[config.mk]
export PLATFORM = sky130hd
export DESIGN_NAME = utx_slave_tx
export DESIGN_NICKNAME = d
export VERILOG_FILES = /design/src/verilog/utx_pkg.sv /design/src/verilog/utx_slave_tx.sv
export SDC_FILE = /design/constraint.sdc
export NUM_CORES = 1
export LEC_CHECK = 0
export ABC_AREA = 1
export BUFFER_PORTS_ARGS = -buffer_cell sky130_fd_sc_hd__buf_2
export CORE_MARGIN = 2
export CORE_UTILIZATION = 35
export DETAILED_ROUTE_END_ITERATION = 8
export PLACE_DENSITY = 0.55
export REMOVE_ABC_BUFFERS = 1
export SKIP_LAST_GASP = 1
export SYNTH_ARGS = -nofsm -noshare
export SYNTH_HDL_FRONTEND = slang
export SYNTH_SLANG_ARGS = --single-unit
[constraint.sdc]
create_clock -name core_clk_in -period 2.2 [get_ports core_clk_in]
set_input_delay 0.33 -clock core_clk_in [delete_from_list [all_inputs] [get_ports core_clk_in]]
set_output_delay 0.33 -clock core_clk_in [all_outputs]
set_load 0.005 [all_outputs]
[src/verilog/utx_pkg.sv]
`default_nettype none
package utx_pkg;
  // ---------------------------------------------------------------
  // Link geometry
  // ---------------------------------------------------------------
  localparam int unsigned BYTE_W      = 8;
  localparam int unsigned ADDR_W      = 5;
  localparam int unsigned CELL_LEN    = 53;
  localparam int unsigned CNT_W       = 6;
  localparam logic [4:0]  NULL_ADDR   = 5'h1F;
  localparam logic [4:0]  OWN_ADDR_RST = 5'h00;
  localparam logic [7:0]  BYTE_RST    = 8'h00;
  localparam logic [5:0]  CNT_RST     = 6'h00;
  localparam logic [5:0]  CELL_LAST   = 6'(CELL_LEN - 1);

  typedef enum logic [1:0] {UTX_IDLE, UTX_ARMED, UTX_SEND} utx_state_type;
endpackage
`default_nettype wire

[src/verilog/utx_slave_tx.sv]
// Contract
// - Cell ready low until whole cell held
// - Enable asserted, next cycle first byte and start
// - Start marks first byte, launched on rising edge
// - Strap high makes shared pins address inputs
// - Strap low ties off transmit link pins
// - Strap low ties off address lsb
// - One byte per link clock with enable low on bus
`timescale 1ns/1ps
`default_nettype none
module utx_slave_tx
  import utx_pkg::*;
(
  input  wire logic                 core_clk_in,
  input  wire logic                 nrst_in,
  input  wire logic                 cell_port_select_in,
  input  wire logic [4:0]           own_addr_in,
  input  wire logic                 tx_cell_clock_in,
  input  wire logic                 tx_master_enable_n_in,
  input  wire logic [4:0]           tx_slave_select_addr_in,
  input  wire logic                 cell_load_valid_in,
  input  wire logic [7:0]           cell_load_byte_in,
  output logic                      cell_load_ready_out,
  output logic                      tx_cell_ready_out,
  output logic                      tx_cell_ready_oe_n_out,
  output logic                      tx_start_of_cell_out,
  output logic                      tx_start_of_cell_oe_n_out,
  output logic [7:0]                tx_byte_bus_out,
  output logic                      tx_byte_bus_oe_n_out,
  output logic                      serial_pins_active_out
);
  import utx_pkg::*;

  // ---------------------------------------------------------------
  // Synchronisers
  // ---------------------------------------------------------------
  logic       clk_s1_reg, clk_s2_reg, clk_s3_reg;
  logic       enb_s1_reg, enb_s2_reg;
  logic [4:0] adr_s1_reg, adr_s2_reg;
  logic       sel_s1_reg, sel_s2_reg;

  always_ff @(posedge core_clk_in or negedge nrst_in)
    if (!nrst_in)
    begin
      clk_s1_reg <= 1'b0;
      clk_s2_reg <= 1'b0;
      clk_s3_reg <= 1'b0;
      enb_s1_reg <= 1'b1;
      enb_s2_reg <= 1'b1;
      adr_s1_reg <= NULL_ADDR;
      adr_s2_reg <= NULL_ADDR;
      sel_s1_reg <= 1'b0;
      sel_s2_reg <= 1'b0;
    end
    else
    begin
      clk_s1_reg <= tx_cell_clock_in;
      clk_s2_reg <= clk_s1_reg;
      clk_s3_reg <= clk_s2_reg;
      enb_s1_reg <= tx_master_enable_n_in;
      enb_s2_reg <= enb_s1_reg;
      adr_s1_reg <= tx_slave_select_addr_in;
      adr_s2_reg <= adr_s1_reg;
      sel_s1_reg <= cell_port_select_in;
      sel_s2_reg <= sel_s1_reg;
    end

  // Tie-off: strap low forces idle levels onto link inputs
  logic       en_port;
  logic       link_rise;
  logic       enb_n;
  logic [4:0] sel_addr;
  assign en_port   = sel_s2_reg;
  assign link_rise = en_port && clk_s2_reg && !clk_s3_reg;
  assign enb_n     = en_port ? enb_s2_reg : 1'b1;
  assign sel_addr  = en_port ? adr_s2_reg
                             : {NULL_ADDR[4:1], 1'b1};

  // ---------------------------------------------------------------
  // Cell store, loaded from the core side
  // ---------------------------------------------------------------
  // One cell only: keeps area small, core must wait for drain
  logic [7:0]    cell_mem [CELL_LEN];
  logic [5:0]    wr_cnt_reg;
  logic [5:0]    rd_cnt_reg;
  logic          full_reg;
  utx_state_type state_reg;
  logic          addressed_reg;
  logic          sent_last;

  assign sent_last = link_rise && state_reg == UTX_SEND
                     && rd_cnt_reg == CELL_LAST && !enb_n;

  always_ff @(posedge core_clk_in)
    if (cell_load_valid_in && !full_reg)
      cell_mem[wr_cnt_reg] <= cell_load_byte_in;

  always_ff @(posedge core_clk_in or negedge nrst_in)
    if (!nrst_in)
    begin
      wr_cnt_reg          <= CNT_RST;
      full_reg            <= 1'b0;
      cell_load_ready_out <= 1'b1;
    end
    else if (sent_last)
    begin
      wr_cnt_reg          <= CNT_RST;
      full_reg            <= 1'b0;
      cell_load_ready_out <= 1'b1;
    end
    else if (cell_load_valid_in && !full_reg)
    begin
      wr_cnt_reg          <= wr_cnt_reg + 6'h01;
      full_reg            <= (wr_cnt_reg == CELL_LAST);
      // Own flop so the core sees a clean registered level
      cell_load_ready_out <= !(wr_cnt_reg == CELL_LAST);
    end

  // ---------------------------------------------------------------
  // Link side state machine
  // ---------------------------------------------------------------
  always_ff @(posedge core_clk_in or negedge nrst_in)
    if (!nrst_in)
      addressed_reg <= 1'b0;
    else if (link_rise)
      addressed_reg <= (sel_addr == own_addr_in) && en_port;

  always_ff @(posedge core_clk_in or negedge nrst_in)
    if (!nrst_in)
    begin
      state_reg  <= UTX_IDLE;
      rd_cnt_reg <= CNT_RST;
    end
    else if (!en_port)
    begin
      state_reg  <= UTX_IDLE;
      rd_cnt_reg <= CNT_RST;
    end
    else if (link_rise)
      case (state_reg)
        UTX_IDLE:
          if (full_reg && !enb_n && sel_addr == own_addr_in)
          begin
            state_reg  <= UTX_SEND;
            rd_cnt_reg <= CNT_RST;
          end
        UTX_SEND:
          if (!enb_n)
          begin
            if (rd_cnt_reg == CELL_LAST)
              state_reg <= UTX_IDLE;
            else
              rd_cnt_reg <= rd_cnt_reg + 6'h01;
          end
        default:
          state_reg <= UTX_IDLE;
      endcase

  // ---------------------------------------------------------------
  // Output launch on the link rising edge
  // ---------------------------------------------------------------
  // Enable pause holds the byte; master may stall mid cell
  always_ff @(posedge core_clk_in or negedge nrst_in)
    if (!nrst_in)
    begin
      tx_byte_bus_out           <= BYTE_RST;
      tx_start_of_cell_out      <= 1'b0;
      tx_cell_ready_out         <= 1'b0;
      tx_cell_ready_oe_n_out    <= 1'b1;
      tx_start_of_cell_oe_n_out <= 1'b1;
      tx_byte_bus_oe_n_out      <= 1'b1;
      serial_pins_active_out    <= 1'b1;
    end
    else
    begin
      serial_pins_active_out <= !en_port;
      if (!en_port)
      begin
        tx_cell_ready_out         <= 1'b0;
        tx_start_of_cell_out      <= 1'b0;
        tx_byte_bus_out           <= BYTE_RST;
        tx_cell_ready_oe_n_out    <= 1'b1;
        tx_start_of_cell_oe_n_out <= 1'b1;
        tx_byte_bus_oe_n_out      <= 1'b1;
      end
      else if (link_rise)
      begin
        tx_cell_ready_out      <= full_reg && !sent_last;
        tx_cell_ready_oe_n_out <= !(sel_addr == own_addr_in);
        tx_start_of_cell_oe_n_out <= !addressed_reg && enb_n;
        tx_byte_bus_oe_n_out      <= !addressed_reg && enb_n;
        if (state_reg == UTX_IDLE && full_reg && !enb_n
            && sel_addr == own_addr_in)
        begin
          tx_byte_bus_out           <= cell_mem[CNT_RST];
          tx_start_of_cell_out      <= 1'b1;
          tx_start_of_cell_oe_n_out <= 1'b0;
          tx_byte_bus_oe_n_out      <= 1'b0;
        end
        else if (state_reg == UTX_SEND && !enb_n)
        begin
          tx_start_of_cell_out <= 1'b0;
          if (rd_cnt_reg != CELL_LAST)
            tx_byte_bus_out <= cell_mem[rd_cnt_reg + 6'h01];
        end
        else
          tx_start_of_cell_out <= 1'b0;
      end
    end
endmodule
`default_nettype wire
==> metrics.txt <==
parity-gate share of the synthesized area counting xor and xnor cells 0.005047; Post-route DRC 0; area of the mapped netlist between 0.02 and 0.025 mm^2; Final Hold Vio Count 0; number of fillers in the final layout 5437; setup repair after global routing missed its margin yes; CTS buffer count 49; number of distinct library cells after synthesis 35; gr usage total 0.1830; via count between 10000 and 15000; Period Utilization, post-route 1.015; DIE AREA 0.05931 mm^2; HPWL reported at the end of detailed placement approximately 35000 um; floorplan core area 0.05660 mm^2; wirelength, routed around 54000 um; Worst Hold Slack around 51 ps; global-route wire length before repair 83030 um; Rows 87; outcome complete, but fails checks; final layout net count 2039; Reg clk slew, reported paths roughly 60 ps; final setup skew 28.62 ps; nature of the critical path endpoint register; post-synthesis register bit count 470; sink count of the clock tree 470; Max Buffers Root-to-Sink 3; biggest registers after layout cell_mem x424, tx_byte_bus_out x8; multiplexer share of the synthesized area 0; share of layout cells above drive strength 1 0.1424; type of the worst setup path reg -> reg; headroom to the max-slew limit 0.4256; number of warnings printed during yosys synthesis 0; # IOs 39; transition time at the pin with the least slew margin between 800 and 900 ps; ANT nets after route 0; DR pass1 iterations 5; TritonCTS clock tree built; Most flops, register cell_mem; Layout area overhead 18.74%; global placement routability congestion 0.9453; Leakage 9.517 nW; final setup slack of the worst path -32.74 ps; compound-gate portion of the synthesized area 0.02517; H-tree lvl count 2; vias in the first global route 13390; main combinational cell family by area after synthesis simple AND/OR/NAND/NOR gates; syn avg cell area 10.52 um^2; mean number of vias per cell 4.883; Mapped Cells 1909; achievable clock frequency 447.9 MHz; class of the tightest hold or removal check in -> reg; critical path arrival 2730 ps; initial core utilization 0.3548; largest driver fanout on the critical path 44; max FFs per register between 400 and 500; clock root buffer sky130_fd_sc_hd__clkbuf_16; share of synthesized cell area in full adder, half adder and majority cells 0.002492; global route total overflow 0; Power Dens Cells 822.6 mW/mm^2; leading cell types in the layout, fill and taps excluded sky130_fd_sc_hd__nand2_1, sky130_fd_sc_hd__edfxtp_1, sky130_fd_sc_hd__nand3_1; Wirelength per Cell about 19 um; worst-case vdd ir drop around 850 uV; Maximum Capacitance Violations 0; most common cell after layout, fill and taps aside sky130_fd_sc_hd__nand2_1; required time at the worst-slack endpoint 2690 ps; Antenna diodes 0; number of antenna violations at the first check in global routing 1; Iter 0 DRT Violations around 1300; basic-gate share of the synthesized area counting and, or, nand and nor cells 0.2123; chip width around 240 um; count of final max-slew check failures 0; sequential fraction of the synthesis area 0.6923; Setup Viol. Count Final 11; violated checks setup timing; vertical die dimension approximately 240 um; Clock Latency Late Sink 610 ps; largest net degree at the start of global routing 111; crit path time final 2233 ps; worst slack at placement -199.1 ps; port buffer count 38; startpoint type of the worst setup path register
## routing by layer
metal / global-route usage / up-vias / routed length [um]
met4: 0.05775 / 2 / 1548
met5: 0 / - / 10
met2: 0.2995 / 418 / 25720
li1: - / 6538 / -
met1: 0.2502 / 6658 / 23850
met3: 0.02919 / 85 / 3142
## worst max-delay path, cell delays in order (launching register included)
cell and delay (ps):
sky130_fd_sc_hd__dfrtp_4 470, sky130_fd_sc_hd__inv_6 60, sky130_fd_sc_hd__ha_4 330, sky130_fd_sc_hd__buf_12 230, sky130_fd_sc_hd__nor2_1 80, sky130_fd_sc_hd__o21ai_0 100, sky130_fd_sc_hd__nand3_1 100, sky130_fd_sc_hd__nand3_1 130
sky130_fd_sc_hd__nand2_1 90, sky130_fd_sc_hd__nand2_1 100, sky130_fd_sc_hd__nand2_1 50, sky130_fd_sc_hd__nand2_1 140, sky130_fd_sc_hd__nand3_1 90, sky130_fd_sc_hd__nand2_1 70, sky130_fd_sc_hd__nand2_1 40
## cell families (layout without fill, tap and decap cells)
kind of cell,count (synthesis),count (layout)
XOR/XNOR,9,9
AND/OR/NAND/NOR,1025,1025
buffers and inverters,307,448
AO/OA/AOI/OAI,94,94
flip-flops,470,470
adder cells (fa/ha/maj),4,4
## cell type report
class	count	area, um^2	area share
multi-input combinational	1132	5087	0.2134
clock buffer	65	1358	0.05693
sequential	470	13910	0.5833
timing repair buffer	146	1399	0.05867
inverter	212	808.3	0.03390
clock inverter	25	339.1	0.01422
tap	756	945.9	0.03967
## power breakdown
| part | leakage, nW | switching (mW) | internal, mW |
|---|---|---|---|
| sequential | 4.36 | 0.0452 | 9.78 |
| clock | 0.827 | 3.52 | 5.19 |
| combinational | 4.34 | 0.744 | 0.340 |
| total | 9.52 | 4.31 | 15.3 |
## synthesized netlist by cell type, drive strengths merged
master | instances | area share
dfstp | 16 | 0.021
xnor2 | 5 | 0.0026
xor2 | 4 | 0.0025
o21ai | 68 | 0.017
o22ai | 5 | 0.0016
and3 | 1 | 0.00031
nor2 | 181 | 0.035
clkinv | 1 | 0.00019
nand3 | 280 | 0.071
inv | 211 | 0.039
nor3b | 1 | 0.00037
o211ai | 4 | 0.0015
a21oi | 17 | 0.0052
nor4 | 2 | 0.00062
nor3 | 10 | 0.0025
dfrtp | 30 | 0.037
nand4 | 1 | 0.00031
clkbuf | 34 | 0.0064
nand2 | 548 | 0.10
buf | 61 | 0.017
nand3b | 1 | 0.00037
ha | 4 | 0.0025
edfxtp | 424 | 0.63
## stage by stage
| stage | instances | power [mW] | util | cell area (um^2) | TNS (ps) |
|---|---|---|---|---|---|
| 2_1_floorplan | 1814 | 10.49 | - | 19620 | -151900 |
| 3_5_place_dp | 2702 | 11.05 | 0.3850 | 21790 | -3643 |
| 5_1_grt | 2806 | 20.21 | 0.4212 | 23840 | -1167 |
| 4_1_cts | 2806 | 19.78 | 0.4192 | 23730 | -421.6 |
| 6_report | 2806 | 19.62 | 0.4212 | 23840 | -110.2 |
| 3_3_place_gp | 2702 | 11.04 | 0.3850 | 21790 | -3396 |
## timing repair
action	4_1_cts	5_1_grt
pin swaps	0	3
buffers inserted	2	0
endpoints found under the setup margin	72	144
gates cloned	2	0
gates resized for setup	16	32
hold buffers	10	0
endpoints found under the hold margin	18	0
## worst paths after layout
check / endpoint / startpoint / slack (ps) / cells after the start
worst max-delay path: tx_byte_bus_out[0] / rd_cnt_reg[0] / -30 / 14
worst min-delay path: cell_mem[10][1] / cell_load_byte_in[1] / 50 / 1
worst max register to register: tx_byte_bus_out[0] / rd_cnt_reg[0] / -30 / 14
worst min register to register: en_port / sel_s1_reg / 350 / 0
max in group asynchronous: tx_byte_bus_oe_n_out / nrst_in / 1320 / 3
min in group asynchronous: en_port / nrst_in / 270 / 2
Power figures use the tool's default switching activity.
